`src/design/dout_fs_regs.svh`:
```
// register offsets, field positions, reset values and timing counts of the fail-safe output block
`ifndef DOUT_FS_REGS_SVH
`define DOUT_FS_REGS_SVH

// ==========================================================================
// register byte offsets
`define OFS_OUT_IMAGE     8'h00
`define OFS_OUT_POINT     8'h04
`define OFS_DRIVE         8'h08
`define OFS_FS_KIND       8'h0C
`define OFS_FS_DELAY      8'h10
`define OFS_FS_IMAGE      8'h14
`define OFS_FS_COMMIT     8'h18
`define OFS_STATUS        8'h1C

// ==========================================================================
// field positions
`define PT_SEL_MSB        2
`define PT_VAL_BIT        8
`define COMMIT_BIT        0
`define ST_ACTIVE_BIT     0
`define ST_KIND_LSB       8
`define ST_DELAY_LSB      16
`define ST_IMAGE_LSB      24

// ==========================================================================
// fail-safe kind codes
`define KIND_OFF          8'h01
`define KIND_IMAGE        8'h02
`define KIND_LAST         8'h03

// ==========================================================================
// reset values
`define RST_IMAGE         8'h00
`define RST_KIND          8'h01
`define RST_DELAY         8'h00

// ==========================================================================
// timing: one delay unit is a tenth of a second
`define TENTH_NS          100_000_000
`define MCLK_PERIOD_NS    100
`define TENTH_CYCLES      (`TENTH_NS / `MCLK_PERIOD_NS)
`define LOSS_TENTHS       10

`endif

```
`src/design/dout_fs_pkg.sv`:
```
// types shared by the fail-safe output block
package dout_fs_pkg;

    // ==========================================================================
    // output image, one bit per point
    typedef logic [7:0] image_t;

    // ==========================================================================
    // output state machine, one-hot
    typedef enum logic [1:0]
    {
        ST_RUN  = 2'b01,
        ST_SAFE = 2'b10
    } fs_state_t;

endpackage

```
`src/design/silence_timer.sv`:
```
// host silence timer counting tenths of a second since the last access
`timescale 1ns/1ps
`include "dout_fs_regs.svh"

module silence_timer #(
    parameter int TICK_CYCLES = `TENTH_CYCLES,
    parameter int CW          = 16
) (
    // clock and reset
    input  wire logic          mclk,
    input  wire logic          rst,
    // control
    input  wire logic          restart,
    input  wire logic [CW-1:0] limit,
    // status
    output logic               expired_q,
    output logic [CW-1:0]      tenths_q
);

    localparam int PW = (TICK_CYCLES > 1) ? $clog2(TICK_CYCLES) : 1;

    logic [PW-1:0] cyc_q;

    // ==========================================================================
    // prescaler and tenths count, restarted by every host access to a mapped register
    always_ff @(posedge mclk)
    begin
        if (rst || restart)
        begin
            cyc_q    <= '0;
            tenths_q <= '0;
        end
        else if (cyc_q == PW'(TICK_CYCLES - 1))
        begin
            cyc_q <= '0;
            // saturate so a long silence never wraps back to zero
            if (tenths_q != {CW{1'b1}})
                tenths_q <= tenths_q + CW'(1);
        end
        else
            cyc_q <= cyc_q + PW'(1);
    end

    // ==========================================================================
    // expiry flag, cleared the edge after an access
    always_ff @(posedge mclk)
    begin
        if (rst)
            expired_q <= 1'b0;
        else
            expired_q <= !restart && (tenths_q >= limit);
    end
endmodule // silence_timer

```
`src/design/dout_failsafe.sv`:
```
// eight-point digital output with host-loss fail-safe and apb register access
`timescale 1ns/1ps
`include "dout_fs_regs.svh"

// Behaviour
// - a byte image write drives points 0-7, one bit each; all ones on, zero off.
// - loss of host communication switches outputs into the fail-safe state.
// - fail-safe kind 1 turns all off, 2 applies stored image, 3 holds last state.
// - the stored fail-safe image is applied only when the kind equals 2.
// - in image fail-safe each point follows its image bit, for points 0-7.
// - fail-safe waits the committed delay in tenths of a second; 0 no wait.
// - staged kind, delay and image take effect only when commit is written.
// - commit clears itself right after the transfer; writing zero does nothing.
module dout_failsafe #(
    parameter int TICK_CYCLES = `TENTH_CYCLES,
    parameter int LOSS_TENTHS = `LOSS_TENTHS
) (
    // clock and reset
    input  wire logic                  mclk,
    input  wire logic                  rst,
    // apb slave
    input  wire logic                  psel,
    input  wire logic                  penable,
    input  wire logic                  pwrite,
    input  wire logic [7:0]            paddr,
    input  wire logic [31:0]           pwdata,
    output logic [31:0]                prdata,
    output logic                       pready,
    output logic                       pslverr,
    // output points
    output dout_fs_pkg::image_t        point_drive,
    output logic                       failsafe_active
);
    import dout_fs_pkg::*;

    fs_state_t   state_q;
    logic        pready_q;
    logic        pslverr_q;
    logic [31:0] prdata_q;
    logic [31:0] rd_mux;
    image_t      drive_q;
    logic        safe_q;
    image_t      out_image_q;
    logic [7:0]  kind_s_q;
    logic [7:0]  delay_s_q;
    image_t      image_s_q;
    logic [7:0]  kind_c_q;
    logic [7:0]  delay_c_q;
    image_t      image_c_q;
    logic        commit_q;
    logic        expired;
    logic        access_ph;
    logic        xfer;
    logic        restart;
    logic        wr_en;
    logic        enter;

    // ==========================================================================
    // helpers
    function automatic logic is_mapped(input logic [7:0] a);
        return (a == `OFS_OUT_IMAGE) || (a == `OFS_OUT_POINT) || (a == `OFS_DRIVE)
            || (a == `OFS_FS_KIND) || (a == `OFS_FS_DELAY) || (a == `OFS_FS_IMAGE)
            || (a == `OFS_FS_COMMIT) || (a == `OFS_STATUS);
    endfunction

    // unknown kinds fall back to all off, the safest reading
    function automatic image_t apply_kind(input logic [7:0] kind, input image_t img, input image_t last);
        return (kind == `KIND_IMAGE) ? img : ((kind == `KIND_LAST) ? last : '0);
    endfunction

    // ==========================================================================
    // bus decode: access phase takes two cycles, pready registered
    assign access_ph = psel && penable && !pready_q;
    assign xfer      = psel && penable && pready_q;
    assign wr_en     = xfer && pwrite && is_mapped(paddr);
    assign restart   = xfer && is_mapped(paddr);
    assign enter     = (state_q == ST_RUN) && expired && !restart;

    assign prdata          = prdata_q;
    assign pready          = pready_q;
    assign pslverr         = pslverr_q;
    assign point_drive     = drive_q;
    assign failsafe_active = safe_q;

    // read data selection
    always_comb
    begin
        rd_mux = 32'h0000_0000;
        case (paddr)
            `OFS_OUT_IMAGE: rd_mux = {24'h00_0000, out_image_q};
            `OFS_DRIVE:     rd_mux = {24'h00_0000, drive_q};
            `OFS_FS_KIND:   rd_mux = {24'h00_0000, kind_s_q};
            `OFS_FS_DELAY:  rd_mux = {24'h00_0000, delay_s_q};
            `OFS_FS_IMAGE:  rd_mux = {24'h00_0000, image_s_q};
            `OFS_FS_COMMIT: rd_mux = {31'h000_0000, commit_q};
            `OFS_STATUS:    rd_mux = {image_c_q, delay_c_q, kind_c_q, 7'h00, safe_q};
            default:        rd_mux = 32'h0000_0000;
        endcase
    end

    // apb answer, error on unmapped addresses
    always_ff @(posedge mclk)
    begin
        if (rst)
        begin
            pready_q  <= 1'b0;
            pslverr_q <= 1'b0;
            prdata_q  <= 32'h0000_0000;
        end
        else
        begin
            pready_q  <= access_ph;
            pslverr_q <= access_ph && !is_mapped(paddr);
            prdata_q  <= (access_ph && !pwrite) ? rd_mux : 32'h0000_0000;
        end
    end

    // ==========================================================================
    // host output image, byte or single point
    always_ff @(posedge mclk)
    begin
        if (rst)
            out_image_q <= `RST_IMAGE;
        else if (wr_en && paddr == `OFS_OUT_IMAGE)
            out_image_q <= pwdata[7:0];
        else if (wr_en && paddr == `OFS_OUT_POINT)
            out_image_q[pwdata[`PT_SEL_MSB:0]] <= pwdata[`PT_VAL_BIT];
    end

    // staged fail-safe settings, no effect until committed
    always_ff @(posedge mclk)
    begin
        if (rst)
        begin
            kind_s_q  <= `RST_KIND;
            delay_s_q <= `RST_DELAY;
            image_s_q <= `RST_IMAGE;
        end
        else if (wr_en)
        begin
            if (paddr == `OFS_FS_KIND)
                kind_s_q <= pwdata[7:0];
            if (paddr == `OFS_FS_DELAY)
                delay_s_q <= pwdata[7:0];
            if (paddr == `OFS_FS_IMAGE)
                image_s_q <= pwdata[7:0];
        end
    end

    // commit flag: set by writing one, cleared after one transfer cycle
    always_ff @(posedge mclk)
    begin
        if (rst)
            commit_q <= 1'b0;
        else
            commit_q <= wr_en && paddr == `OFS_FS_COMMIT && pwdata[`COMMIT_BIT];
    end

    // committed settings, the only ones the fail-safe logic reads
    always_ff @(posedge mclk)
    begin
        if (rst)
        begin
            kind_c_q  <= `RST_KIND;
            delay_c_q <= `RST_DELAY;
            image_c_q <= `RST_IMAGE;
        end
        else if (commit_q)
        begin
            kind_c_q  <= kind_s_q;
            delay_c_q <= delay_s_q;
            image_c_q <= image_s_q;
        end
    end

    // ==========================================================================
    // silence timer: loss detection plus committed delay
    silence_timer #(
        .TICK_CYCLES (TICK_CYCLES),
        .CW          (16)
    ) u_timer (
        .mclk      (mclk),
        .rst       (rst),
        .restart   (restart),
        .limit     (16'(LOSS_TENTHS) + {8'h00, delay_c_q}),
        .expired_q (expired),
        .tenths_q  ()
    );

    // ==========================================================================
    // output state machine
    always_ff @(posedge mclk)
    begin
        if (rst)
        begin
            state_q <= ST_RUN;
            safe_q  <= 1'b0;
            drive_q <= `RST_IMAGE;
        end
        else
        begin
            unique case (state_q)
                ST_RUN:
                begin
                    if (enter)
                    begin
                        state_q <= ST_SAFE;
                        safe_q  <= 1'b1;
                        drive_q <= apply_kind(kind_c_q, image_c_q, drive_q);
                    end
                    else
                        drive_q <= out_image_q;
                end
                ST_SAFE:
                begin
                    // outputs frozen until the host speaks again
                    if (restart)
                    begin
                        state_q <= ST_RUN;
                        safe_q  <= 1'b0;
                    end
                end
            endcase
        end
    end
endmodule // dout_failsafe

```
`config.mk`:
```
export PLATFORM = sky130hd
export DESIGN_NAME = dout_failsafe
export DESIGN_NICKNAME = d
export VERILOG_FILES = /design/src/design/dout_fs_pkg.sv /design/src/design/silence_timer.sv /design/src/design/dout_failsafe.sv
export VERILOG_INCLUDE_DIRS = /design/src /design/src/design
export SDC_FILE = /design/constraint.sdc
export NUM_CORES = 1
export LEC_CHECK = 0
export BUFFER_PORTS_ARGS = -buffer_cell sky130_fd_sc_hd__buf_4
export CORE_UTILIZATION = 25
export CTS_CLUSTER_DIAMETER = 200
export DETAILED_ROUTE_END_ITERATION = 10
export SLEW_MARGIN = 20
export SYNTH_ARGS = -nofsm -noshare
export SYNTH_HDL_FRONTEND = slang
export SYNTH_SLANG_ARGS = --single-unit
```
`constraint.sdc`:
```
create_clock -name mclk -period 2.8 [get_ports mclk]
set_input_delay 0.42 -clock mclk [delete_from_list [all_inputs] [get_ports mclk]]
set_output_delay 0.42 -clock mclk [all_outputs]
set_load 0.01 [all_outputs]
```
==> impl_results.md <==
* Status: finished clean
* Antenna cells at 0
* Netlist cell types at 56
* Mapped Cells at 643
* Die area at 0.0244 mm^2
* Area grow syn2layout at 25.8%
* DRC at 0
* Vias/cell at 4.67
* CTS Sinks at 138
* Power Internal at 3.41 mW
* Routed via count at 4,906
* Cts bufs inserted at 17
* Starting Density at 0.254
* Critical path class: register to register
* Peak VDD IR at 0.448 mV
* Congestion Overflow GR at 0
* Synth Cell Area at 0.00594 mm^2
* Number of max-cap violations at 0
* Postcts setup bufs at 0
* Fin nets at 775
* Initial antenna violation count at 0
* Resized cells post-CTS at 0
* Psw at 1.07 mW
* Synth Flop Type: dfxtp_1
* Final setup fails at 0
* Post-DR wirelength/cell at 14.5 um
* Placed cell areas at 0.00688 mm^2
* Initial DRC count at 283
* Post-synth ARST share at 0
* Setup TNS at 0 ns
* Final hold violation count at 0
* IO Pins at 88
* Setup crit start kind: register
* Combinational cell fraction of total power at 0.042
* Final wirelength at 15.3 mm
* Worst slew pin tran at 0.735 ns
* Clock tree buffer depth at 2
* Sw frac at 0.239
* Hold_buf cts at 0
* CP max FO at 6
* CTS tree: yes
* Normalized max-slew margin at 0.510
* Fin crit period at 2.58 ns
* P per Cell Area at 599 mW/mm^2
* Syn Area/Cell at 9.24 um^2
* Register share of total power at 0.448
* Die width at 156 um
* Peak Freq at 388 MHz
* EDFF count, synth at 0
* CTS H-tree lvls at 4
* Max Slew Vio Count at 0
* CTS clk-pin slew, worst paths at 0.06 ns
* Number of global-route vias before repair at 4,452
* CTS root buffer: clkbuf_16
* Sequential area share after synthesis at 0.465
* Largest net degree at the start of global routing at 69
* Global placement routability congestion at 0.796
* CP max-delay cell: or4_4
* Crit-path most repeated cell: or4_4
* Skew final at 0.0113 ns
* Slowest stage delay, CP at 0.57 ns
* CP endpoint kind: register
* Syn_nets at 700
* Worst path cell trace: or4_4 -> or4_4 -> or4_4 -> or4_1 -> a21oi_1
* FF+latch count, synth at 138
* Remaining antenna violation count at 0
* Total GRT Usage at 0.129
* Die Ht at 156 um
* Post-DP HPWL at 10.5 mm
* Period utilization at 0.921
* # rows at 56
* # port buffers at 64
* First-pass GRT wire length at 23.9 mm
* RSZ-0062 raised after global routing: no
* Layout cells sized above 1 at 0.179
* Detailed Routing Iterations Pass 1 at 6
* FILL cells at 2,457
* Critical Path AT at 2.93 ns
* Worst hold path class: primary input to register
* Required time worst endpoint at 3.16 ns
* Core area at 0.0234 mm^2
* Design Area, Final at 0.00748 mm^2
* YS warnings at 0
* Clk network pwr share at 0.510
* LEAKAGE at 2.67 nW
* Worst-Skew Late Latency at 0.43 ns
-- routing by layer --
| layer | vias up | global-route usage | part of all wire | routed length, um |
|---|---|---|---|---|
| li1 | 2470 | - | - | - |
| met1 | 2301 | 0.165 | 0.47 | 7110 |
| met2 | 108 | 0.197 | 0.45 | 6840 |
| met3 | 27 | 0.0350 | 0.059 | 903 |
| met4 | 0 | 0.0663 | 0.027 | 413 |
| met5 | - | 0 | 0 | 0 |
-- layout by cell type (no fill, tap or decap), types with 13 or more instances in the layout --
cell type / Yosys / routed
dfxtp_1: 138 / 138
nor2_1: 96 / 96
buf_4: 0 / 85
mux2i_1: 50 / 50
nand2_1: 34 / 34
and2_1: 25 / 25
nand3_1: 23 / 23
a21oi_1: 22 / 22
o21ai_0: 18 / 17
clkbuf_16: 0 / 17
xor2_1: 15 / 15
a22oi_1: 15 / 15
inv_1: 13 / 13
-- synth_stat cells, types with 3 or more instances --
cell type  count  area share
a21o_1         4      0.0051
nor2_1        96       0.061
a21oi_1       22       0.019
or3_1         10       0.011
o31ai_1        5      0.0063
a22oi_1       15       0.019
nor4_1         9      0.0095
and2_1        25       0.026
dfxtp_1      138        0.46
a31oi_1       11       0.012
or4_4          3      0.0057
xnor2_1       10       0.015
a2111oi_0      3      0.0044
a311oi_1       7       0.010
nand4_1       10       0.011
nand3_1       23       0.019
o21ai_0       18       0.015
nor2b_1        3      0.0032
nand2_1       34       0.021
and3_1         4      0.0042
nand3b_1       4      0.0051
nand2b_1      11       0.012
mux2i_1       50       0.084
inv_1         13      0.0082
and4_1         4      0.0059
ha_1          12       0.025
a211oi_1       6      0.0076
or2_2          3      0.0032
xor2_1        15       0.022
clkbuf_1      27       0.017
nor3_1        13       0.011
or4_1          5      0.0063
-- worst max-delay path: cells and delay by family (launching register included) --
| family | cells | cell delay, ns |
|---|---|---|
| flops | 1 | 0.35 |
| simple gates | 4 | 1.98 |
| compound gates | 1 | 0.16 |
-- sequential cells by signal (all words and copies together), names as in the netlist, 2 cells and up --
name and count:
point_drive 8, out_image_q 8, image_c_q 8, kind_c_q 8
u_timer.tenths_q 16, delay_c_q 8, kind_s_q 8, image_s_q 8
u_timer.cyc_q 20, delay_s_q 8, prdata 32, state_q 2
-- cells by family after synthesis --
kind of cell               after synthesis  share of synthesized area
and+or+nand+nor                        270                      0.240
DFF                                    138                      0.465
AOI/OAI and AO/OA                      105                      0.119
muxes                                   51                     0.0880
buffers and inverters                   42                     0.0265
xor gates and xnor gates                25                     0.0368
adders and majority gates               12                     0.0253
-- metrics by stage --
step	utilization	cells	setup WS [ns]	power [mW]	hold WS, ns
floorplan	-	643	0.365	2.14	0.430
global placement	0.294	1018	0.260	2.24	0.449
detailed placement	0.294	1018	0.249	2.24	0.456
CTS	0.319	1050	0.228	4.51	0.278
global route	0.319	1050	0.112	4.62	0.286
finish	0.319	1050	0.221	4.48	0.290
-- cell type report --
class	count	area [um^2]	share of cell area
tap	319	399	0.0534
multi-input combinational	463	3030	0.405
timing repair buffer	85	638	0.0854
clock buffer	18	439	0.0587
sequential	138	2760	0.370
clock inverter	14	161	0.0216
inverter	13	48.8	0.00653
-- power by group through the flow --
stage                     logic (mW)  registers (mW)  clock network, mW
final                          0.189            2.01               2.28
after global routing           0.207            2.01               2.40
after CTS                      0.191            2.00               2.32
after detailed placement       0.190            2.05                  0
after global placement         0.188            2.05                  0
after floorplan               0.0897            2.05                  0
-- final timing paths --
check	cells past startpoint	end	start	slack, ns
setup reg to reg	5	u_timer.tenths_q[10]	u_timer.cyc_q[6]	0.22
hold reg to reg	1	u_timer.cyc_q[0]	u_timer.cyc_q[0]	0.47
hold / removal	3	image_s_q[7]	pwdata[7]	0.29
setup / recovery	5	u_timer.tenths_q[10]	u_timer.cyc_q[6]	0.22
(Power assumes the default switching activity.)
